**config.mk**
```make
export PLATFORM = sky130hd
export DESIGN_NAME = crfc_top
export DESIGN_NICKNAME = d
export VERILOG_FILES = /design/src/hdl/crfc_sync.v /design/src/hdl/crfc_top.v
export VERILOG_INCLUDE_DIRS = /design/src /design/src/hdl
export SDC_FILE = /design/constraint.sdc
export NUM_CORES = 1
export LEC_CHECK = 0
export BUFFER_PORTS_ARGS = -buffer_cell sky130_fd_sc_hd__buf_2
export CAP_MARGIN = 20
export CELL_PAD_IN_SITES_DETAIL_PLACEMENT = 1
export CELL_PAD_IN_SITES_GLOBAL_PLACEMENT = 2
export CORE_MARGIN = 8
export CORE_UTILIZATION = 34
export CTS_CLUSTER_DIAMETER = 200
export DETAILED_ROUTE_END_ITERATION = 12
export PLACE_DENSITY = 0.76
export SYNTH_ARGS = -nofsm -noshare
export SYNTH_HDL_FRONTEND = slang
export SYNTH_SLANG_ARGS = --single-unit
```
**constraint.sdc**
```tcl
create_clock -name CLOCK -period 2.9 [get_ports CLOCK]
set_input_delay 0.29 -clock CLOCK [delete_from_list [all_inputs] [get_ports CLOCK]]
set_output_delay 0.29 -clock CLOCK [all_outputs]
set_load 0.03 [all_outputs]
```
**src/hdl/crfc_consts.vh**
```
/*
 constants of the clock ratio frequency counter: register addresses,
 field positions, reset values, state codes and delay counts.
 assumes it is included by bare name from the design files.
*/
`ifndef CRFC_CONSTS_VH
`define CRFC_CONSTS_VH

`define CRFC_ADDR_CTRL 8'h9b
`define CRFC_ADDR_IVL 8'h9d
`define CRFC_ADDR_CNT0 16'h4008
`define CRFC_ADDR_CNT1 16'h4009
`define CRFC_ADDR_CNT2 16'h400a
`define CRFC_ADDR_CNT3 16'h400b

`define CRFC_BIT_DONE 7
`define CRFC_BIT_BUSY 6
`define CRFC_BIT_SEL 5
`define CRFC_MODE_HI 2
`define CRFC_MODE_LO 0
`define CRFC_IVL_HI 5

`define CRFC_RST_CTRL 8'h00
`define CRFC_RST_IVL 6'h00
`define CRFC_RST_CNT 23'h000000

`define CRFC_MODE_OFF 3'h0
`define CRFC_MODE_GPIO 3'h1
`define CRFC_MODE_OSC 3'h2
`define CRFC_MODE_SYS 3'h3
`define CRFC_MODE_XO 3'h4
`define CRFC_MODE_SLEEP 3'h6

`define CRFC_IVL_MAX 6'h2b
`define CRFC_CNT_W 23

`define CRFC_ST_IDLE 3'h0
`define CRFC_ST_SYNC 3'h1
`define CRFC_ST_WAIT 3'h2
`define CRFC_ST_RUN 3'h3
`define CRFC_ST_FIN 3'h4

`define CRFC_SYNC_DLY 2'h2
`define CRFC_DONE_DLY 2'h3

`endif

```
**src/hdl/crfc_sync.v**
```verilog
/*
 two-flop synchroniser with rising-edge pulse for a vector of pins.
 assumes the inputs are asynchronous to clk and reset is already synchronous
 in release.
*/
`timescale 1ns/1ps
module crfc_sync #(
    parameter W = 7
) (
    input wire clk,
    input wire rst_n,
    input wire [W-1:0] din,
    output wire [W-1:0] rise
);
    genvar i;
    generate
        for (i = 0; i < W; i = i + 1) begin : g_bit
            reg meta_r;
            reg sync_r;
            reg last_r;
            always @(posedge clk or negedge rst_n) begin
                if (!rst_n) begin
                    meta_r <= 1'b0;
                    sync_r <= 1'b0;
                    last_r <= 1'b0;
                end else begin
                    meta_r <= din[i];
                    sync_r <= meta_r;
                    last_r <= sync_r;
                end
            end
            // edge taken after the second flop only
            assign rise[i] = sync_r & ~last_r;
        end
    endgenerate
endmodule // crfc_sync

```
**src/hdl/crfc_top.v**
```verilog
/*
 clock ratio frequency counter: an interval window timed by a selectable
 slow clock gates a 23-bit counter of a selectable fast clock.
 assumes an sfr byte port and an xreg byte read port from the
 microcontroller, and that every source clock is slower than half of CLOCK.
*/
// Summary of operation
// - done flag is level request, held until cleared
// - done accepts writes; writing one raises request
// - busy falling at window end sets the done flag
// - busy write one with nonzero mode restarts, clears done, discards
// - select bit picks lc or divider source
// - mode zero holds both counted sources inactive
// - control bits four to three read zero
// - mode field selects interval clock source
// - window is (2+f0) times 2 to f[5:1]
// - field above 43 gives one-cycle window
// - count read as four big-endian bytes
// - count bits above 22 read zero
// - reading while counting returns live value
// - sync delay, first edge starts, last stops
// - busy clears first, done follows few cycles later
// - count held until disabled or retriggered
// - nonzero mode idles; mode zero stops immediately
`timescale 1ns/1ps
`include "crfc_consts.vh"
module crfc_top (
    input wire CLOCK,
    input wire RESET_N,
    input wire [7:0] SFR_ADDR,
    input wire SFR_WE,
    input wire [7:0] SFR_WDATA,
    output wire [7:0] SFR_RDATA,
    input wire [15:0] XREG_ADDR,
    output wire [7:0] XREG_RDATA,
    input wire IVL_CLK_GPIO,
    input wire IVL_CLK_OSC,
    input wire IVL_CLK_SYS,
    input wire IVL_CRYSTAL_CLOCK,
    input wire IVL_CLK_SLEEP,
    input wire CNT_CLK_LC,
    input wire CNT_CLK_DIV,
    output wire LC_SRC_EN,
    output wire DIV_SRC_EN,
    output wire DONE_IRQ
);
    reg rst_meta_r;
    reg rst_n_r;
    reg done_r;
    reg busy_r;
    reg sel_r;
    reg [2:0] mode_r;
    reg [5:0] ivl_r;
    reg [2:0] state_r;
    reg [2:0] state_nxt;
    reg [1:0] dly_r;
    reg [1:0] dly_nxt;
    reg [23:0] left_r;
    reg [23:0] left_nxt;
    reg [22:0] cnt_r;
    reg [22:0] cnt_nxt;
    reg busy_nxt;
    reg done_nxt;
    reg [7:0] sfr_rd_r;
    reg [7:0] xreg_rd_r;
    reg lc_en_r;
    reg div_en_r;
    reg ivl_rise;
    wire [6:0] rise;
    wire cnt_rise;
    wire ctrl_wr;
    wire trig;
    wire [23:0] n_cycles;
    wire [31:0] cnt_word;

    // reset taken asynchronously, released through two flops
    always @(posedge CLOCK or negedge RESET_N) begin
        if (!RESET_N) begin
            rst_meta_r <= 1'b0;
            rst_n_r <= 1'b0;
        end else begin
            rst_meta_r <= 1'b1;
            rst_n_r <= rst_meta_r;
        end
    end

    // foreign clocks are sampled, so sources must stay below CLOCK/2
    crfc_sync #(
        .W(7)
    ) u_sync (
        .clk(CLOCK),
        .rst_n(rst_n_r),
        .din({CNT_CLK_DIV, CNT_CLK_LC, IVL_CLK_SLEEP, IVL_CRYSTAL_CLOCK,
              IVL_CLK_SYS, IVL_CLK_OSC, IVL_CLK_GPIO}),
        .rise(rise)
    );

    always @* begin
        case (mode_r)
            `CRFC_MODE_GPIO: ivl_rise = rise[0];
            `CRFC_MODE_OSC: ivl_rise = rise[1];
            `CRFC_MODE_SYS: ivl_rise = rise[2];
            `CRFC_MODE_XO: ivl_rise = rise[3];
            `CRFC_MODE_SLEEP: ivl_rise = rise[4];
            default: ivl_rise = 1'b0;
        endcase
    end

    assign cnt_rise = sel_r ? rise[6] : rise[5];

    assign n_cycles = (ivl_r > `CRFC_IVL_MAX) ? 24'h000001 :
        (({22'h000000, 1'b1, ivl_r[0]}) << ivl_r[5:1]);

    assign ctrl_wr = SFR_WE && (SFR_ADDR == `CRFC_ADDR_CTRL);
    // a trigger is only meaningful with a functional mode written alongside
    assign trig = ctrl_wr && SFR_WDATA[`CRFC_BIT_BUSY] &&
        (SFR_WDATA[`CRFC_MODE_HI:`CRFC_MODE_LO] != `CRFC_MODE_OFF);

    always @* begin
        state_nxt = state_r;
        dly_nxt = dly_r;
        left_nxt = left_r;
        cnt_nxt = cnt_r;
        busy_nxt = busy_r;
        done_nxt = done_r;
        case (state_r)
            `CRFC_ST_SYNC: begin
                if (dly_r == `CRFC_SYNC_DLY) begin
                    state_nxt = `CRFC_ST_WAIT;
                end else begin
                    dly_nxt = dly_r + 2'h1;
                end
            end
            `CRFC_ST_WAIT: begin
                if (ivl_rise) begin
                    state_nxt = `CRFC_ST_RUN;
                    left_nxt = n_cycles;
                end
            end
            `CRFC_ST_RUN: begin
                if (cnt_rise) begin
                    cnt_nxt = cnt_r + 23'h000001;
                end
                if (ivl_rise) begin
                    left_nxt = left_r - 24'h000001;
                    if (left_r == 24'h000001) begin
                        state_nxt = `CRFC_ST_FIN;
                        busy_nxt = 1'b0;
                        dly_nxt = 2'h0;
                    end
                end
            end
            `CRFC_ST_FIN: begin
                if (dly_r == `CRFC_DONE_DLY) begin
                    state_nxt = `CRFC_ST_IDLE;
                end else begin
                    dly_nxt = dly_r + 2'h1;
                end
            end
            default: begin
                state_nxt = `CRFC_ST_IDLE;
            end
        endcase
        // software write of the flag, done bit takes any value
        if (ctrl_wr) begin
            done_nxt = SFR_WDATA[`CRFC_BIT_DONE];
        end
        if (trig) begin
            state_nxt = `CRFC_ST_SYNC;
            dly_nxt = 2'h0;
            cnt_nxt = `CRFC_RST_CNT;
            busy_nxt = 1'b1;
            done_nxt = 1'b0;
        end
        // hardware set wins over a same-cycle software clear
        if (state_r == `CRFC_ST_FIN && dly_r == `CRFC_DONE_DLY && !trig) begin
            done_nxt = 1'b1;
        end
        if (ctrl_wr && SFR_WDATA[`CRFC_MODE_HI:`CRFC_MODE_LO] == `CRFC_MODE_OFF) begin
            state_nxt = `CRFC_ST_IDLE;
            busy_nxt = 1'b0;
            cnt_nxt = `CRFC_RST_CNT;
        end
    end

    always @(posedge CLOCK or negedge rst_n_r) begin
        if (!rst_n_r) begin
            state_r <= `CRFC_ST_IDLE;
            dly_r <= 2'h0;
            left_r <= 24'h000000;
            cnt_r <= `CRFC_RST_CNT;
            busy_r <= 1'b0;
            done_r <= 1'b0;
            sel_r <= 1'b0;
            mode_r <= `CRFC_MODE_OFF;
            ivl_r <= `CRFC_RST_IVL;
            lc_en_r <= 1'b0;
            div_en_r <= 1'b0;
        end else begin
            state_r <= state_nxt;
            dly_r <= dly_nxt;
            left_r <= left_nxt;
            cnt_r <= cnt_nxt;
            busy_r <= busy_nxt;
            done_r <= done_nxt;
            if (ctrl_wr) begin
                sel_r <= SFR_WDATA[`CRFC_BIT_SEL];
                mode_r <= SFR_WDATA[`CRFC_MODE_HI:`CRFC_MODE_LO];
            end
            if (SFR_WE && SFR_ADDR == `CRFC_ADDR_IVL) begin
                ivl_r <= SFR_WDATA[`CRFC_IVL_HI:0];
            end
            lc_en_r <= (mode_r != `CRFC_MODE_OFF) && !sel_r;
            div_en_r <= (mode_r != `CRFC_MODE_OFF) && sel_r;
        end
    end

    assign cnt_word = {9'h000, cnt_r};

    // read data lags the address by one clock
    always @(posedge CLOCK or negedge rst_n_r) begin
        if (!rst_n_r) begin
            sfr_rd_r <= 8'h00;
            xreg_rd_r <= 8'h00;
        end else begin
            case (SFR_ADDR)
                `CRFC_ADDR_CTRL: sfr_rd_r <= {done_r, busy_r, sel_r, 2'b00, mode_r};
                `CRFC_ADDR_IVL: sfr_rd_r <= {2'b00, ivl_r};
                default: sfr_rd_r <= 8'h00;
            endcase
            case (XREG_ADDR)
                `CRFC_ADDR_CNT0: xreg_rd_r <= cnt_word[31:24];
                `CRFC_ADDR_CNT1: xreg_rd_r <= cnt_word[23:16];
                `CRFC_ADDR_CNT2: xreg_rd_r <= cnt_word[15:8];
                `CRFC_ADDR_CNT3: xreg_rd_r <= cnt_word[7:0];
                default: xreg_rd_r <= 8'h00;
            endcase
        end
    end

    assign SFR_RDATA = sfr_rd_r;
    assign XREG_RDATA = xreg_rd_r;
    assign LC_SRC_EN = lc_en_r;
    assign DIV_SRC_EN = div_en_r;
    assign DONE_IRQ = done_r;
endmodule // crfc_top

```
==> flow_summary.toml <==
[outcome]
status = "completed"

[route]
via_count = 4249
wl_per_cell_um = 18.0
drc = 0
first_pass_iters = 4
wl_um = 14000
drt_iter0_markers = 219
ant_nets = 0
viasPerCell = 5.45

[grt]
gr-usage-met1_pct = 18.3
grt_remaining_overflow = 0
met3_usage_pct = 3.33
grt_max_degree = 60
grt_busiest_layer = "met2"
antenna_found_initial = 1
grt_pass1_wl_um = 23900
grt_pass1_vias = 4626
grt_use_total_pct = 15.1
met2_usage_pct = 26.7

[clocking]
cts_tree = "built"
h-tree-depth = 3
cts.path.max_buffers = 2
clk_pin_slew_worst_paths_ps = 80
clock_latency_ps = 350
cts.sinks = 105
cts_resized = 0
clockRootBuffer = "clkbuf_16"
cts_buffers = 9

[worst_setup_path]
critPathSlowestCell = "nor4_1"
critPathArrivalTime_ps = 2590
cpPeakStageDelay_ps = 690
required_ps = 3180
reg2reg_slack_ps = 590
end_kind = "flip-flop"
worst_setup_path_start_kind = "flip-flop"
worstPathCellList = "nand3b_1 -> buf_4 -> nor4_1 -> a31oi_1 -> o21ai_1"
path_delay_family = "simple AND/OR/NAND/NOR gates"
worstSetupPathType = "flip-flop to flip-flop"
cp_max_fo = 19
path_buf_inv = 1

[finish]
area_growth_pct = 15.8
drive_gt1_share_pct = 19.3
final_nets = 633

[floorplan]
die_w_um = 140
die_h_um = 140
rows = 45
io_pins = 61
start_util_pct = 34.7
core_area_sq_um = 15100
dieArea_sq_um = 19700

[logic_synthesis]
synthArstFlopShare_pct = 100
synth_area_leaders = "dfrtp_1 (50%), nor2_1 (5.3%), mux2_2 (3.6%), a21oi_1 (3.2%), xor2_1 (3.0%)"
synth.avg_cell_area_sq_um = 9.91
synth-seq-cells = 105
synth_area_sq_um = 5250
ys_top_cells_by_count = "dfrtp_1 (105), nor2_1 (74), a21oi_1 (34), o21ai_0 (30), nand2_1 (19)"
synth_top_flop_cell = "dfrtp_1"
synth_top_area_share_pct = 50.0
yosysUniqueCellTypes = 63
yosys.area.top_type = "dfrtp_1"
synth_cells = 530
ys_seq_area_share_pct = 50.0
yosysWarnings = 0
yosysMostFrequentCell = "dfrtp_1"
synth-edff-count = 0
synth_fp_nets = 577

[sta]
slew_viol_final = 0
period_minus_slack_ps = 2310
finalSetupViolations = 0
finalHoldViolCount = 0
clock_skew_ps = 8.24
tightest_slew_ps = 796
max_freq_mhz = 432
finalCritPeriodShare_pct = 79.8
fin_setup_tns_ps = 0
hold_slack_ps = 34.2
rsz0062_at_grt = "false"
slew_headroom_pct = 46.9

[power]
power.total_mw = 4.62
worst_ir_drop_vdd_mv = 0.481
p_leak_nw = 2.61
power.density_nw_per_um2 = 759

[hold_path]
min_path_type = "primary input to flip-flop"

[placed_design]
portBuffers = 60
globalplace.congestion = 0.782
dp_hpwl_um = 10200

[job]
cap_viol_max_count = 0
cells by family (layout without fill, tap and decap cells):
logic type | count (synthesis) | count (layout) | share of synthesized area [%]
adders and majority gates | 5 | 5 | 1.19
DFF | 105 | 105 | 50.0
and+or+nand+nor | 209 | 209 | 21.6
other | 1 | 2 | 0.0714
muxes | 20 | 20 | 4.22
xor gates and xnor gates | 21 | 21 | 3.50
AOI/OAI and AO/OA | 133 | 133 | 16.5
buffers and inverters | 36 | 97 | 2.84
sequential cells by signal (all words and copies together), names as in the netlist:
register	flops
cnt_r	23
mode_r	3
state_r	3
u_sync.g_bit.meta_r	7
sel_r	1
XREG_RDATA	8
u_sync.g_bit.sync_r	7
ivl_r	6
rst_meta_r	1
LC_SRC_EN	1
DONE_IRQ	1
dly_r	2
u_sync.g_bit.last_r	7
SFR_RDATA	8
busy_r	1
DIV_SRC_EN	1
rst_n_r	1
left_r	24
metrics by stage:
| stage | instance area, sq um | worst slack, ps | instances | util, % |
|---|---|---|---|---|
| floorplan | 5250 | 941 | 530 | - |
| global placement | 5760 | 576 | 762 | 38.0 |
| detailed placement | 5760 | 588 | 762 | 38.0 |
| CTS | 6080 | 552 | 779 | 40.1 |
| global route | 6080 | 282 | 780 | 40.1 |
| finish | 6080 | 586 | 780 | 40.1 |
worst paths after layout:
check | from | endpoint | cells past startpoint
hold reg to reg | u_sync.g_bit[1].meta_r$_DFF_PN0_ | u_sync.g_bit[1].sync_r$_DFF_PN0_ | 0
max in group asynchronous | rst_n_r$_DFF_PN0_ | ivl_r[4]$_DFFE_PN0P_ | 1
setup / recovery | state_r[2]$_DFFE_PN0P_ | left_r[21]$_DFFE_PN0P_ | 5
min in group asynchronous | RESET_N | rst_n_r$_DFF_PN0_ | 2
hold / removal | CNT_CLK_LC | u_sync.g_bit[5].meta_r$_DFF_PN0_ | 1
setup reg to reg | state_r[2]$_DFFE_PN0P_ | left_r[21]$_DFFE_PN0P_ | 5
area by class of cell:
cell class	count	area, sq um
antenna	1	2.50
tap	188	235
timing repair buffer	69	383
multi-input combinational	389	2470
clock buffer	10	229
inverter	12	45.0
fill	1716	9070
clock inverter	6	78.8
sequential	105	2630
report_power, final:
group	total (mW)	switching (mW)	internal, mW
clock	1.29	0.595	0.693
sequential	2.01	0.321	1.69
combinational	1.32	0.794	0.525
placed cells by master (no fill, tap or decap), types with 4 or more instances in the layout:
cell type,Yosys,layout
nor2_1,74,74
nand2_1,19,19
nor3_1,13,13
nand4_1,16,16
a22o_1,4,4
o21ai_1,8,8
ha_1,5,5
nand2b_1,7,7
a21oi_1,34,34
clkbuf_16,0,9
nor2b_1,15,15
inv_1,12,12
a31oi_1,12,12
mux2_2,17,17
xor2_1,18,18
buf_2,5,60
nor4b_1,4,4
and3_1,10,10
dfrtp_1,105,104
buf_4,0,7
nand3_1,18,18
o22ai_1,5,5
o21ai_0,30,30
a22oi_1,11,11
layer usage:
metal	wire length [um]	vias up
li1	-	2039
met1	6210	2160
met2	7380	41
met3	323	9
met4	108	0
met5	0	-
repair_timing:
action,in CTS,in global routing
buffers inserted,0,0
hold buffers,1,0
hold endpoints to repair,2,0
(Power assumes the default switching activity.)
